==> src/pkg/odt_map.vh <==
/*
 * Constants of the opcode decode and timing slice: opcode bytes,
 * field values, class codes, width codes and clock counts.
 * Assumes it is included by bare name from the design files.
 */
// What this block does
// - escape then B[111w] plus modrm is sign-extend move, one clock
// - escape then B[011w] plus modrm is zero-extend move, one clock
// - group opcode, reg 100: unsigned multiply, byte/word 4, dword 10
// - group opcode, reg 011: integer negate, one clock, sets flags
// - group opcode, reg 010: bitwise complement, one clock
// - escape 26 writes test regs six/seven (10), 24 reads them (6)
// - immediate is 8, 16, or operand size 8/16/32 for full form
// - short displacement 8-bit signed, full one 16/32 by address size
`ifndef ODT_MAP_VH
`define ODT_MAP_VH

// ------------------------------------------------------------------
// opcode bytes and fields
// ------------------------------------------------------------------
`define ODT_ESC_BYTE      8'h0F
`define ODT_MSX_HI7       7'h5F
`define ODT_MZX_HI7       7'h5B
`define ODT_GRP_HI7       7'h7B
`define ODT_WR_TR_BYTE    8'h26
`define ODT_RD_TR_BYTE    8'h24
`define ODT_REG_MULT      3'h4
`define ODT_REG_NEGATE    3'h3
`define ODT_REG_NOT       3'h2
`define ODT_TR_SIX        3'h6
`define ODT_TR_SEVEN      3'h7
`define ODT_MOD_REG       2'h3
`define ODT_MOD_D8        2'h1
`define ODT_MOD_DFULL     2'h2
`define ODT_MOD_NODISP    2'h0
`define ODT_RM_D16_ONLY   3'h6
`define ODT_RM_D32_ONLY   3'h5

// ------------------------------------------------------------------
// decoded class codes
// ------------------------------------------------------------------
`define ODT_CL_UNKNOWN    3'h0
`define ODT_CL_MSX        3'h1
`define ODT_CL_MZX        3'h2
`define ODT_CL_MULT       3'h3
`define ODT_CL_NEGATE     3'h4
`define ODT_CL_NOT        3'h5
`define ODT_CL_WR_TR      3'h6
`define ODT_CL_RD_TR      3'h7

// ------------------------------------------------------------------
// width codes (operand, immediate, displacement)
// ------------------------------------------------------------------
`define ODT_W_NONE        2'h0
`define ODT_W_8           2'h1
`define ODT_W_16          2'h2
`define ODT_W_32          2'h3

// immediate forms presented by fetch
`define ODT_IMM_NONE      2'h0
`define ODT_IMM_SHORT     2'h1
`define ODT_IMM_WORD      2'h2
`define ODT_IMM_FULL      2'h3

// ------------------------------------------------------------------
// clock counts, register or cache-hit case
// ------------------------------------------------------------------
`define ODT_CNT_W         4
`define ODT_CYC_ONE       4'h1
`define ODT_CYC_MULT_BW   4'h4
`define ODT_CYC_MULT_D    4'hA
`define ODT_CYC_WR_TR     4'hA
`define ODT_CYC_RD_TR     4'h6

`endif

==> src/hdl/odt_cycle_cnt.v <==
/*
 * Execution clock counter: loads a clock count, counts it down on
 * every cycle that is not stalled, and flags the last counted cycle.
 * Assumes load only arrives while the counter is idle.
 */
`timescale 1ns/1ps
`default_nettype none
`include "odt_map.vh"

module odt_cycle_cnt (
  // clock and reset
  input  wire                    ref_clk,
  input  wire                    srst,
  // control
  input  wire                    load,
  input  wire [`ODT_CNT_W-1:0]   load_cnt,
  input  wire                    stall,
  // status
  output reg                     busy_ff,
  output reg                     last_cycle
);

  reg  [`ODT_CNT_W-1:0] cnt_ff;
  reg  [`ODT_CNT_W-1:0] nxt_cnt;
  reg                   nxt_busy;

  // countdown; a stalled cycle is simply not counted.  last_cycle is
  // left unregistered so the caller's done and ready flops rise on the
  // edge that ends the count, not one clock after it
  always @* begin
    nxt_cnt    = cnt_ff;
    nxt_busy   = busy_ff;
    last_cycle = 1'b0;
    if (load) begin
      nxt_cnt  = load_cnt;
      nxt_busy = 1'b1;
    end else if (busy_ff && !stall) begin
      nxt_cnt = cnt_ff - {{(`ODT_CNT_W-1){1'b0}}, 1'b1};
      if (cnt_ff == {{(`ODT_CNT_W-1){1'b0}}, 1'b1}) begin
        nxt_busy   = 1'b0;
        last_cycle = 1'b1;
      end
    end
  end

  // state registers
  always @(posedge ref_clk) begin
    if (srst) begin
      cnt_ff  <= {`ODT_CNT_W{1'b0}};
      busy_ff <= 1'b0;
    end else begin
      cnt_ff  <= nxt_cnt;
      busy_ff <= nxt_busy;
    end
  end

endmodule // odt_cycle_cnt
`default_nettype wire

==> src/hdl/odt_decode.v <==
/*
 * Opcode decode and timing slice: classifies one instruction handed
 * over by fetch, reports operand, immediate and displacement widths,
 * and holds the instruction for its clock count before taking another.
 * Assumes fetch and execution run on ref_clk; no pin synchronisers.
 */
`timescale 1ns/1ps
`default_nettype none
`include "odt_map.vh"

module odt_decode (
  // clock and reset
  input  wire                    ref_clk,
  input  wire                    srst,
  // instruction from fetch
  input  wire                    fetch_valid,
  input  wire [7:0]              fetch_byte0,
  input  wire [7:0]              fetch_byte1,
  input  wire [7:0]              fetch_byte2,
  input  wire                    op_size_32,
  input  wire                    addr_size_32,
  input  wire [1:0]              imm_form,
  output reg                     fetch_ready_ff,
  // execution side
  input  wire                    mem_stall,
  output reg                     dec_valid_ff,
  output reg  [2:0]              dec_class_ff,
  output reg                     dec_illegal_ff,
  output reg  [1:0]              dec_opnd_w_ff,
  output reg  [1:0]              dec_imm_w_ff,
  output reg  [1:0]              dec_disp_w_ff,
  output reg                     dec_sign_ext_ff,
  output reg                     dec_flags_mod_ff,
  output reg  [`ODT_CNT_W-1:0]   dec_cycles_ff,
  output reg                     exec_done_ff
);

  // ----------------------------------------------------------------
  // byte fields
  // ----------------------------------------------------------------
  wire       is_esc;
  wire       wide_bit;
  wire [7:0] grp_modrm;
  wire [7:0] esc_modrm;
  wire       accept;
  wire       cnt_done;

  assign is_esc    = (fetch_byte0 == `ODT_ESC_BYTE);
  // the w bit sits in the opcode byte, first byte after the escape
  assign wide_bit  = is_esc ? fetch_byte1[0] : fetch_byte0[0];
  assign grp_modrm = fetch_byte1;
  assign esc_modrm = fetch_byte2;
  assign accept    = fetch_valid & fetch_ready_ff;

  // ----------------------------------------------------------------
  // classification
  // ----------------------------------------------------------------
  reg  [2:0]            nxt_class;
  reg  [7:0]            modrm;
  reg                   has_modrm;
  reg                   uses_w;

  always @* begin
    nxt_class = `ODT_CL_UNKNOWN;
    modrm     = 8'h00;
    has_modrm = 1'b0;
    uses_w    = 1'b0;
    if (is_esc) begin
      modrm     = esc_modrm;
      has_modrm = 1'b1;
      if (fetch_byte1[7:1] == `ODT_MSX_HI7) begin
        nxt_class = `ODT_CL_MSX;
        uses_w    = 1'b1;
      end else if (fetch_byte1[7:1] == `ODT_MZX_HI7) begin
        nxt_class = `ODT_CL_MZX;
        uses_w    = 1'b1;
      end else if (esc_modrm[7:6] == `ODT_MOD_REG &&
                   (esc_modrm[5:3] == `ODT_TR_SIX ||
                    esc_modrm[5:3] == `ODT_TR_SEVEN)) begin
        // test register moves, register form only
        if (fetch_byte1 == `ODT_WR_TR_BYTE)
          nxt_class = `ODT_CL_WR_TR;
        else if (fetch_byte1 == `ODT_RD_TR_BYTE)
          nxt_class = `ODT_CL_RD_TR;
      end
    end else if (fetch_byte0[7:1] == `ODT_GRP_HI7) begin
      modrm     = grp_modrm;
      has_modrm = 1'b1;
      uses_w    = 1'b1;
      case (grp_modrm[5:3])
        `ODT_REG_MULT:   nxt_class = `ODT_CL_MULT;
        `ODT_REG_NEGATE: nxt_class = `ODT_CL_NEGATE;
        `ODT_REG_NOT:    nxt_class = `ODT_CL_NOT;
        default:         nxt_class = `ODT_CL_UNKNOWN;
      endcase
    end
  end

  // ----------------------------------------------------------------
  // widths
  // ----------------------------------------------------------------
  reg  [1:0] full_opnd_w;
  reg  [1:0] nxt_opnd_w;
  reg  [1:0] nxt_imm_w;
  reg  [1:0] nxt_disp_w;
  reg  [1:0] full_disp_w;

  always @* begin
    full_opnd_w = op_size_32 ? `ODT_W_32 : `ODT_W_16;
    // w clear is byte, set is operand size
    if (!uses_w)
      nxt_opnd_w = full_opnd_w;
    else if (wide_bit)
      nxt_opnd_w = full_opnd_w;
    else
      nxt_opnd_w = `ODT_W_8;
    case (imm_form)
      `ODT_IMM_SHORT: nxt_imm_w = `ODT_W_8;
      `ODT_IMM_WORD:  nxt_imm_w = `ODT_W_16;
      `ODT_IMM_FULL:  nxt_imm_w = nxt_opnd_w;
      default:        nxt_imm_w = `ODT_W_NONE;
    endcase
    // displacement sizing from modrm and address size
    full_disp_w = addr_size_32 ? `ODT_W_32 : `ODT_W_16;
    nxt_disp_w  = `ODT_W_NONE;
    if (has_modrm) begin
      case (modrm[7:6])
        `ODT_MOD_D8:    nxt_disp_w = `ODT_W_8;
        `ODT_MOD_DFULL: nxt_disp_w = full_disp_w;
        `ODT_MOD_NODISP: begin
          // direct address form carries a full displacement alone
          if (( addr_size_32 && modrm[2:0] == `ODT_RM_D32_ONLY) ||
              (!addr_size_32 && modrm[2:0] == `ODT_RM_D16_ONLY))
            nxt_disp_w = full_disp_w;
        end
        default:        nxt_disp_w = `ODT_W_NONE;
      endcase
    end
  end

  // ----------------------------------------------------------------
  // clock counts for register or cache-hit operands
  // ----------------------------------------------------------------
  reg  [`ODT_CNT_W-1:0] nxt_cycles;

  // unknown encodings still take one slot so fetch never hangs
  always @* begin
    case (nxt_class)
      `ODT_CL_MSX:   nxt_cycles = `ODT_CYC_ONE;
      `ODT_CL_MZX:   nxt_cycles = `ODT_CYC_ONE;
      `ODT_CL_MULT:  nxt_cycles = (nxt_opnd_w == `ODT_W_32) ?
                                  `ODT_CYC_MULT_D : `ODT_CYC_MULT_BW;
      `ODT_CL_NEGATE: nxt_cycles = `ODT_CYC_ONE;
      `ODT_CL_NOT:   nxt_cycles = `ODT_CYC_ONE;
      `ODT_CL_WR_TR: nxt_cycles = `ODT_CYC_WR_TR;
      `ODT_CL_RD_TR: nxt_cycles = `ODT_CYC_RD_TR;
      default:       nxt_cycles = `ODT_CYC_ONE;
    endcase
  end

  // ----------------------------------------------------------------
  // execution timing
  // ----------------------------------------------------------------
  // counts extend while memory stalls
  odt_cycle_cnt i_odt_cycle_cnt (
    .ref_clk    (ref_clk),
    .srst       (srst),
    .load       (accept),
    .load_cnt   (nxt_cycles),
    .stall      (mem_stall),
    .busy_ff    (),
    .last_cycle (cnt_done)
  );

  // ----------------------------------------------------------------
  // output registers
  // ----------------------------------------------------------------
  // decode results hold until the next accepted instruction
  always @(posedge ref_clk) begin
    if (srst) begin
      fetch_ready_ff   <= 1'b1;
      dec_valid_ff     <= 1'b0;
      dec_class_ff     <= `ODT_CL_UNKNOWN;
      dec_illegal_ff   <= 1'b0;
      dec_opnd_w_ff    <= `ODT_W_NONE;
      dec_imm_w_ff     <= `ODT_W_NONE;
      dec_disp_w_ff    <= `ODT_W_NONE;
      dec_sign_ext_ff  <= 1'b0;
      dec_flags_mod_ff <= 1'b0;
      dec_cycles_ff    <= {`ODT_CNT_W{1'b0}};
      exec_done_ff     <= 1'b0;
    end else begin
      dec_valid_ff <= accept;
      exec_done_ff <= cnt_done;
      // ready drops on accept and returns once the count has run out
      if (accept)
        fetch_ready_ff <= 1'b0;
      else if (cnt_done)
        fetch_ready_ff <= 1'b1;
      if (accept) begin
        dec_class_ff     <= nxt_class;
        dec_illegal_ff   <= (nxt_class == `ODT_CL_UNKNOWN);
        dec_opnd_w_ff    <= nxt_opnd_w;
        dec_imm_w_ff     <= nxt_imm_w;
        dec_disp_w_ff    <= nxt_disp_w;
        dec_sign_ext_ff  <= (nxt_class == `ODT_CL_MSX);
        dec_flags_mod_ff <= (nxt_class == `ODT_CL_NEGATE) ||
                            (nxt_class == `ODT_CL_MULT);
        dec_cycles_ff    <= nxt_cycles;
      end
    end
  end

endmodule // odt_decode
`default_nettype wire

==> config.mk <==
export PLATFORM = sky130hd
export DESIGN_NAME = odt_decode
export DESIGN_NICKNAME = d
export VERILOG_FILES = /design/src/hdl/odt_cycle_cnt.v /design/src/hdl/odt_decode.v
export VERILOG_INCLUDE_DIRS = /design/src /design/src/pkg
export SDC_FILE = /design/constraint.sdc
export NUM_CORES = 1
export LEC_CHECK = 0
export ABC_AREA = 1
export BUFFER_PORTS_ARGS = -buffer_cell sky130_fd_sc_hd__buf_4
export CAP_MARGIN = 5
export CORE_MARGIN = 8
export CORE_UTILIZATION = 56
export CTS_BUF_LIST = sky130_fd_sc_hd__clkbuf_4 sky130_fd_sc_hd__clkbuf_8
export DETAILED_ROUTE_END_ITERATION = 8
export GPL_ROUTABILITY_DRIVEN = 0
export GPL_TIMING_DRIVEN = 0
export PLACE_DENSITY = 0.95
export SYNTH_ARGS = -nofsm -noshare
export SYNTH_HDL_FRONTEND = slang
export SYNTH_SLANG_ARGS = --single-unit
export TNS_END_PERCENT = 5
==> constraint.sdc <==
create_clock -name ref_clk -period 3 [get_ports ref_clk]
set_input_delay 0.75 -clock ref_clk [delete_from_list [all_inputs] [get_ports ref_clk]]
set_output_delay 0.75 -clock ref_clk [all_outputs]
set_load 0.005 [all_outputs]
==> reports/metrics.csv, run 1 <==
stage;metric;value;unit
sta;# setup viols final;0;
critical_path;kind of start point of the critical path;input port;
critical_path;Critical Path, Cell by Cell;buf_4 -> nand2_1 -> clkinv_1 -> nor2_1 -> inv_1 -> o221ai_1 -> inv_1 -> nand2_1 -> inv_1;
floorplanning;CORE AREA;2690;µm²
synthesis;Yosys cell types;33;
hold_path;hold depth;2;
synthesis;Mapped Area;1550;µm²
route;1st-iter DRT viols;146;
synthesis;Post-Synth Simple-Gate Area;0.438;
cts;post-cts resize count;0;
critical_path;Req. time, crit path;3.23;ns
sta;Post-Route Skew;0.0140;ns
floorplanning;num rows;19;
global_route;total track usage;0.181;
synthesis;Synth Area per Inst;6.44;µm²
critical_path;reg2reg end;i_odt_cycle_cnt.cnt_ff[3]$_SDFFE_PP0P_;
floorplanning;Starting Density;0.578;
global_route;global-route wire length before repair;6870;µm
cts;CTS tree;built;
cts;root buf cell;clkbuf_4;
route;drt wl/cell;12.7;µm
power;total power;0.671;mW
synthesis;Seq/Total Area, Yosys;0.309;
synthesis;syn_nets;275;
sta;crit share post-route;0.574;
route;final WL;4110;µm
placed_design;Port Buffers;49;
route;number of remaining DRC errors;0;
synthesis;largest family of logic cells by synthesized area;simple AND/OR/NAND/NOR gates;
route;Final ANT Viol Nets;0;
synthesis;post-synthesis adder-cell area fraction;0.0161;
synthesis;fraction of registers with async set/reset;0;
global_route;pin count of the biggest net entering global routing;13;
synthesis;Synth Area in Compound Gates;0.140;
synthesis;post-synthesis cell count;241;
run_status;status;completed;
sta;final hold viol count;0;
hold_path;Hold Path End;dec_cycles_ff[2]$_SDFFE_PP0P_;
final_layout;Core Util, Final;0.738;
sta;worst slew pin tran;0.535;ns
critical_path;worst reg2reg path depth;8;
critical_path;Crit Path Category;in -> reg;
floorplanning;Die H;68.7;µm
synthesis;mux contribution to synthesized area;0;
hold_path;Hold Startpoint;dec_cycles_ff[2]$_SDFFE_PP0P_;
sta;unrepaired setup endpoints after global routing;no;
power;sw power;0.203;mW
cts;Post-CTS Setup Inserts;0;
global_route;vias in the first global route;1697;
floorplanning;Die Wd;68.7;µm
cts;Num CTS Buffers;3;
power;pwr/cell area;338;nW/µm²
power;Sw Share;0.302;
floorplanning;die area;4710;µm²
cts;Post-CTS Hold Buffers;0;
route;DR pass1 iterations;4;
route;via count;1755;
cts;Worst-Skew Late Latency;0.31;ns
sta;post-route setup slack;1.28;ns
power;part of the power in combinational logic;0.266;
synthesis;Post-Synth XOR/XNOR Area;0.00564;
sta;max-slew violations;0;
critical_path;cell mode on critical path;inv_1;
critical_path;Critical Path AT;1.95;ns
critical_path;Crit path buffers/inverters;5;
final_layout;Ant. Diodes;0;
critical_path;r2r setup slk;1.47;ns
global_route;initial antenna violation count;0;
cts;clock-pin slew on the worst setup and hold paths;0.13;ns
critical_path;CP top delay family;buffers and inverters;
critical_path;slowest CP cell;nor2_1;
route;routed vias/inst;5.42;
critical_path;Critical Path Sink Type;flip-flop;
critical_path;CP max stage delay;0.28;ns
power;Clock power frac;0.205;
cts;Clock Sinks;24;
synthesis;number of synthesized flops with an enable pin;0;
floorplanning;I/O Pins;51;
cts;clk buf depth;2;
power;Seq pwr share;0.529;
hold_path;Hold WC Path Type;reg -> reg;
power;internal power;0.468;mW
critical_path;Worst Path Max Fanout;10;
power;P_leak;0.967;nW
critical_path;reg2reg start;fetch_ready_ff$_SDFFE_PP1P_;
final_layout;nets@finish;329;
synthesis;FF+latch count, synth;24;
synthesis;number of synthesis warnings;0;
placed_design;post-DP HPWL;3350;µm
sta;Period minus WS final;1.72;ns
final_layout;fraction of layout cells with a size suffix above 1;0.287;
synthesis;Post-synth top flop;dfxtp_1;
sta;Fmax;581;MHz
global_route;total gr overflow;0;
power;peak supply drop;0.000382;V
sta;Final TNS setup;0;ns
flow_run;max-cap violations;0;
final_layout;Area growth syn-to-layout;27.6;%
sta;worst rel slew slack;0.642;
placed_design;pre-CTS setup slack;0.964;ns
cts;htree depth;1;
-- tightest hold or removal path, delay by kind of cell (launching register included) --
kind | cells | cell delay, ns
flip-flops | 1 | 0.35
AND/OR/NAND/NOR | 1 | 0.06
AO/OA/AOI/OAI | 1 | 0.04
-- state kept, by name (all words and copies together), names as in the netlist --
register,cells
dec_disp_w_ff,2
dec_valid_ff,1
dec_imm_w_ff,2
dec_sign_ext_ff,1
dec_class_ff,3
exec_done_ff,1
dec_flags_mod_ff,1
dec_illegal_ff,1
fetch_ready_ff,1
i_odt_cycle_cnt.cnt_ff,4
dec_cycles_ff,4
i_odt_cycle_cnt.busy_ff,1
dec_opnd_w_ff,2
-- worst max path at each step --
stage                               from  slack, ns  cells after the start                                      to
after global placement       fetch_valid       0.98                      9  i_odt_cycle_cnt.cnt_ff[3]$_SDFFE_PP0P_
after floorplan           fetch_byte0[2]       1.26                     11  i_odt_cycle_cnt.cnt_ff[3]$_SDFFE_PP0P_
after global routing      fetch_byte0[7]       1.16                     13           dec_cycles_ff[3]$_SDFFE_PP0P_
final                        fetch_valid       1.28                      9  i_odt_cycle_cnt.cnt_ff[3]$_SDFFE_PP0P_
after CTS                    fetch_valid       1.29                      9  i_odt_cycle_cnt.cnt_ff[3]$_SDFFE_PP0P_
after detailed placement     fetch_valid       0.96                      9  i_odt_cycle_cnt.cnt_ff[3]$_SDFFE_PP0P_
-- kinds of logic after synthesis --
| logic type | count (synthesis) |
|---|---|
| adder cells (fa/ha/maj) | 2 |
| buffers and inverters | 36 |
| flip-flops | 24 |
| XOR/XNOR | 1 |
| AO/OA/AOI/OAI | 36 |
| AND/OR/NAND/NOR | 142 |
-- power groups by stage --
stage          sequential, mW  clock (mW)  combinational (mW)
5_1_grt                 0.357       0.156               0.200
4_1_cts                 0.354       0.138               0.178
6_report                0.355       0.137               0.179
3_3_place_gp            0.360           0               0.172
3_5_place_dp            0.361           0               0.177
2_1_floorplan           0.360           0              0.0930
-- routing by layer --
metal | part of all wire | wire length [µm] | vias to the layer above | track usage
met3 | 0.086 | 354 | 8 | 0.0436
met5 | 0 | 0 | - | 0
li1 | - | - | 881 | -
met2 | 0.50 | 2040 | 79 | 0.331
met1 | 0.40 | 1670 | 787 | 0.204
met4 | 0.012 | 51 | 0 | 0.0460
-- area by class of cell --
class,count,area (µm²)
fillers,228,704
clock buffers,3,22.5
plain buffers,2,12.5
inverters,34,128
multi-input cells,181,932
well taps,31,38.8
repair buffers,49,368
flip-flops and latches,24,480
-- synthesized netlist by cell type (all sizes together), types with 4 or more instances --
library cell / number / area (µm²)
nand4: 5 / 31.3
dfxtp: 24 / 480
nor3: 4 / 25.0
nand2: 73 / 299
inv: 32 / 120
a21oi: 12 / 63.8
nand3: 20 / 115
o21ai: 17 / 104
nor2: 35 / 176
-- through the flow --
stage	hold WS [ns]	instance area (µm²)	cells
floorplan	0.446	1550	241
global placement	0.440	1960	321
detailed placement	0.447	1960	321
CTS	0.474	1980	324
global route	0.494	1980	324
finish	0.474	1980	324
-- cell usage in the layout, fill, tap and decap left out, types with 4 or more instances in the layout --
master,instances
nand4_1,5
dfxtp_1,24
o21ai_0,14
a21oi_1,11
nor2_1,23
buf_4,50
inv_1,29
nor2_2,9
nand2_2,4
nand2_1,67
nand3_1,17
Note: power is estimated with default switching activity, not from simulation.
==> inputs of run 2 (changes only) <==
CORE_UTILIZATION = 52   (was 56)
PLACE_DENSITY = 0.93   (was 0.95)
clock period = 1.8 ns   (was 3 ns; I/O delays follow)
==> run 2 against run 1 <==
  * Count of clock-buffer cells in the layout unchanged
  * Die area increased by 5.9%
  * Clock power increased by 64%
  * Clock skew decreased by 0.011 ns
  * Sequential power increased by 66%
  * Core utilization decreased by 6.6 points
  * Wire length decreased by 2.8%
  * Total power increased by 66%
==> reports/metrics.csv, run 2 (synthesis results as in run 1) <==
stage;metric;value;unit
floorplanning;die area;4990;µm²
floorplanning;Die Wd;70.6;µm
critical_path;kind of start point of the critical path;flip-flop;
critical_path;Critical Path, Cell by Cell;nand2_1 -> clkinv_1 -> nor2_1 -> nand2_1 -> nand2_1;
global_route;total track usage;0.167;
critical_path;cell mode on critical path;nand2_1;
route;DR pass1 iterations;4;
cts;Clock Sinks;24;
flow_run;max-cap violations;0;
sta;Period minus WS final;1.50;ns
critical_path;Critical Path Sink Type;flip-flop;
cts;post-cts resize count;0;
route;number of remaining DRC errors;0;
placed_design;Port Buffers;49;
final_layout;fraction of layout cells with a size suffix above 1;0.287;
sta;worst rel slew slack;0.626;
critical_path;Crit path buffers/inverters;1;
final_layout;FILL cells;267;
sta;crit share post-route;0.834;
final_layout;Ant. Diodes;0;
critical_path;Req. time, crit path;2.06;ns
critical_path;Worst Path Max Fanout;10;
run_status;status;completed;
global_route;vias in the first global route;1723;
power;P_leak;0.967;nW
cts;CTS tree;built;
sta;Post-Route Skew;0.00338;ns
route;via count;1738;
sta;Fmax;666;MHz
sta;worst slew pin tran;0.559;ns
hold_path;Hold WC Path Type;in -> reg;
final_layout;most frequent cells in the layout;nand2_1 (67), buf_4 (50), inv_1 (29);
floorplanning;Starting Density;0.526;
global_route;global-route wire length before repair;7060;µm
route;final WL;4000;µm
global_route;pin count of the biggest net entering global routing;13;
sta;max-slew violations;0;
cts;Worst-Skew Late Latency;0.31;ns
placed_design;post-DP HPWL;3350;µm
sta;final hold viol count;0;
cts;htree depth;1;
route;routed vias/inst;5.33;
critical_path;Critical Path AT;1.76;ns
cts;Num CTS Buffers;3;
sta;Final TNS setup;0;ns
sta;# setup viols final;0;
final_layout;Area growth syn-to-layout;27.8;%
floorplanning;num rows;20;
critical_path;CP max stage delay;0.53;ns
cts;Post-CTS Setup Inserts;0;
final_layout;Register Area;480;µm²
critical_path;slowest CP cell;nor2_1;
final_layout;footprint of the multi-input gates;932;µm²
final_layout;nets@finish;329;
critical_path;CP top delay family;simple AND/OR/NAND/NOR gates;
sta;unrepaired setup endpoints after global routing;no;
floorplanning;CORE AREA;2950;µm²
cts;clock-pin slew on the worst setup and hold paths;0.12;ns
route;Final ANT Viol Nets;0;
floorplanning;Die H;70.6;µm
critical_path;Crit Path Category;reg -> reg;
final_layout;Core Util, Final;0.672;
power;peak supply drop;0.000361;V
global_route;initial antenna violation count;0;
cts;clk buf depth;2;
route;1st-iter DRT viols;80;
cts;Post-CTS Hold Buffers;0;
cts;root buf cell;clkbuf_4;
floorplanning;I/O Pins;51;
final_layout;commonest non-fill, non-tap cell in the layout;nand2_1;
global_route;total gr overflow;0;
power;pwr/cell area;560;nW/µm²
route;drt wl/cell;12.3;µm
final_layout;largest registers;dec_cycles_ff (4), i_odt_cycle_cnt.cnt_ff (4), dec_class_ff (3);
## run 2: cell counts in the layout (fill, tap and decap cells not counted)
No cell type changed its count.
## run 2: area by class of cell
cell class | count | area share
Sequential cell | 24 | 0.242
Inverter | 34 | 0.0643
Tap cell | 33 | 0.0208
Multi-Input combinational cell | 181 | 0.470
Buffer | 2 | 0.00631
Clock buffer | 3 | 0.0113
Timing Repair Buffer | 49 | 0.185
## run 2: routing by layer
layer,global-route usage,routed length [µm],up-vias
li1,-,-,887
met1,0.173,1670,786
met2,0.310,2010,56
met3,0.0452,236,9
met4,0.0670,80,0
met5,0,0,-
## run 2: worst register-to-register path: stages (launching register included)
cell and delay [ns]:
dfxtp_1 0.34, nand2_1 0.10, clkinv_1 0.26, nor2_1 0.53, nand2_1 0.13, nand2_1 0.10
## run 2: metrics by stage
| stage | std cells | instance area, µm² | hold slack [ns] | power (mW) | worst slack, ns |
|---|---|---|---|---|---|
| finish | 326 | 1980 | 0.373 | 1.11 | 0.300 |
| global route | 326 | 1980 | 0.369 | 1.18 | 0.139 |
| CTS | 326 | 1980 | 0.371 | 1.12 | 0.303 |
| detailed placement | 323 | 1960 | 0.454 | 0.897 | 0.0805 |
| global placement | 323 | 1960 | 0.441 | 0.888 | 0.0911 |
| floorplan | 241 | 1550 | 0.446 | 0.756 | 0.361 |
## run 2: power by group
group	switching (mW)	total (mW)	leakage [nW]	internal, mW
sequential	0.0209	0.589	0.197	0.569
combinational	0.163	0.297	0.757	0.134
clock	0.146	0.224	0.0138	0.0784
## run 2: worst paths after layout
kind                                                    start                             to  slack [ns]  cells past startpoint
worst max-delay path              fetch_ready_ff$_SDFFE_PP1P_   dec_imm_w_ff[1]$_SDFFE_PP0P_        0.30                      5
worst min-delay path                                     srst  dec_disp_w_ff[0]$_SDFFE_PP0P_        0.37                      2
worst max register to register    fetch_ready_ff$_SDFFE_PP1P_   dec_imm_w_ff[1]$_SDFFE_PP0P_        0.30                      5
worst min register to register  dec_cycles_ff[0]$_SDFFE_PP0P_  dec_cycles_ff[0]$_SDFFE_PP0P_        0.48                      2
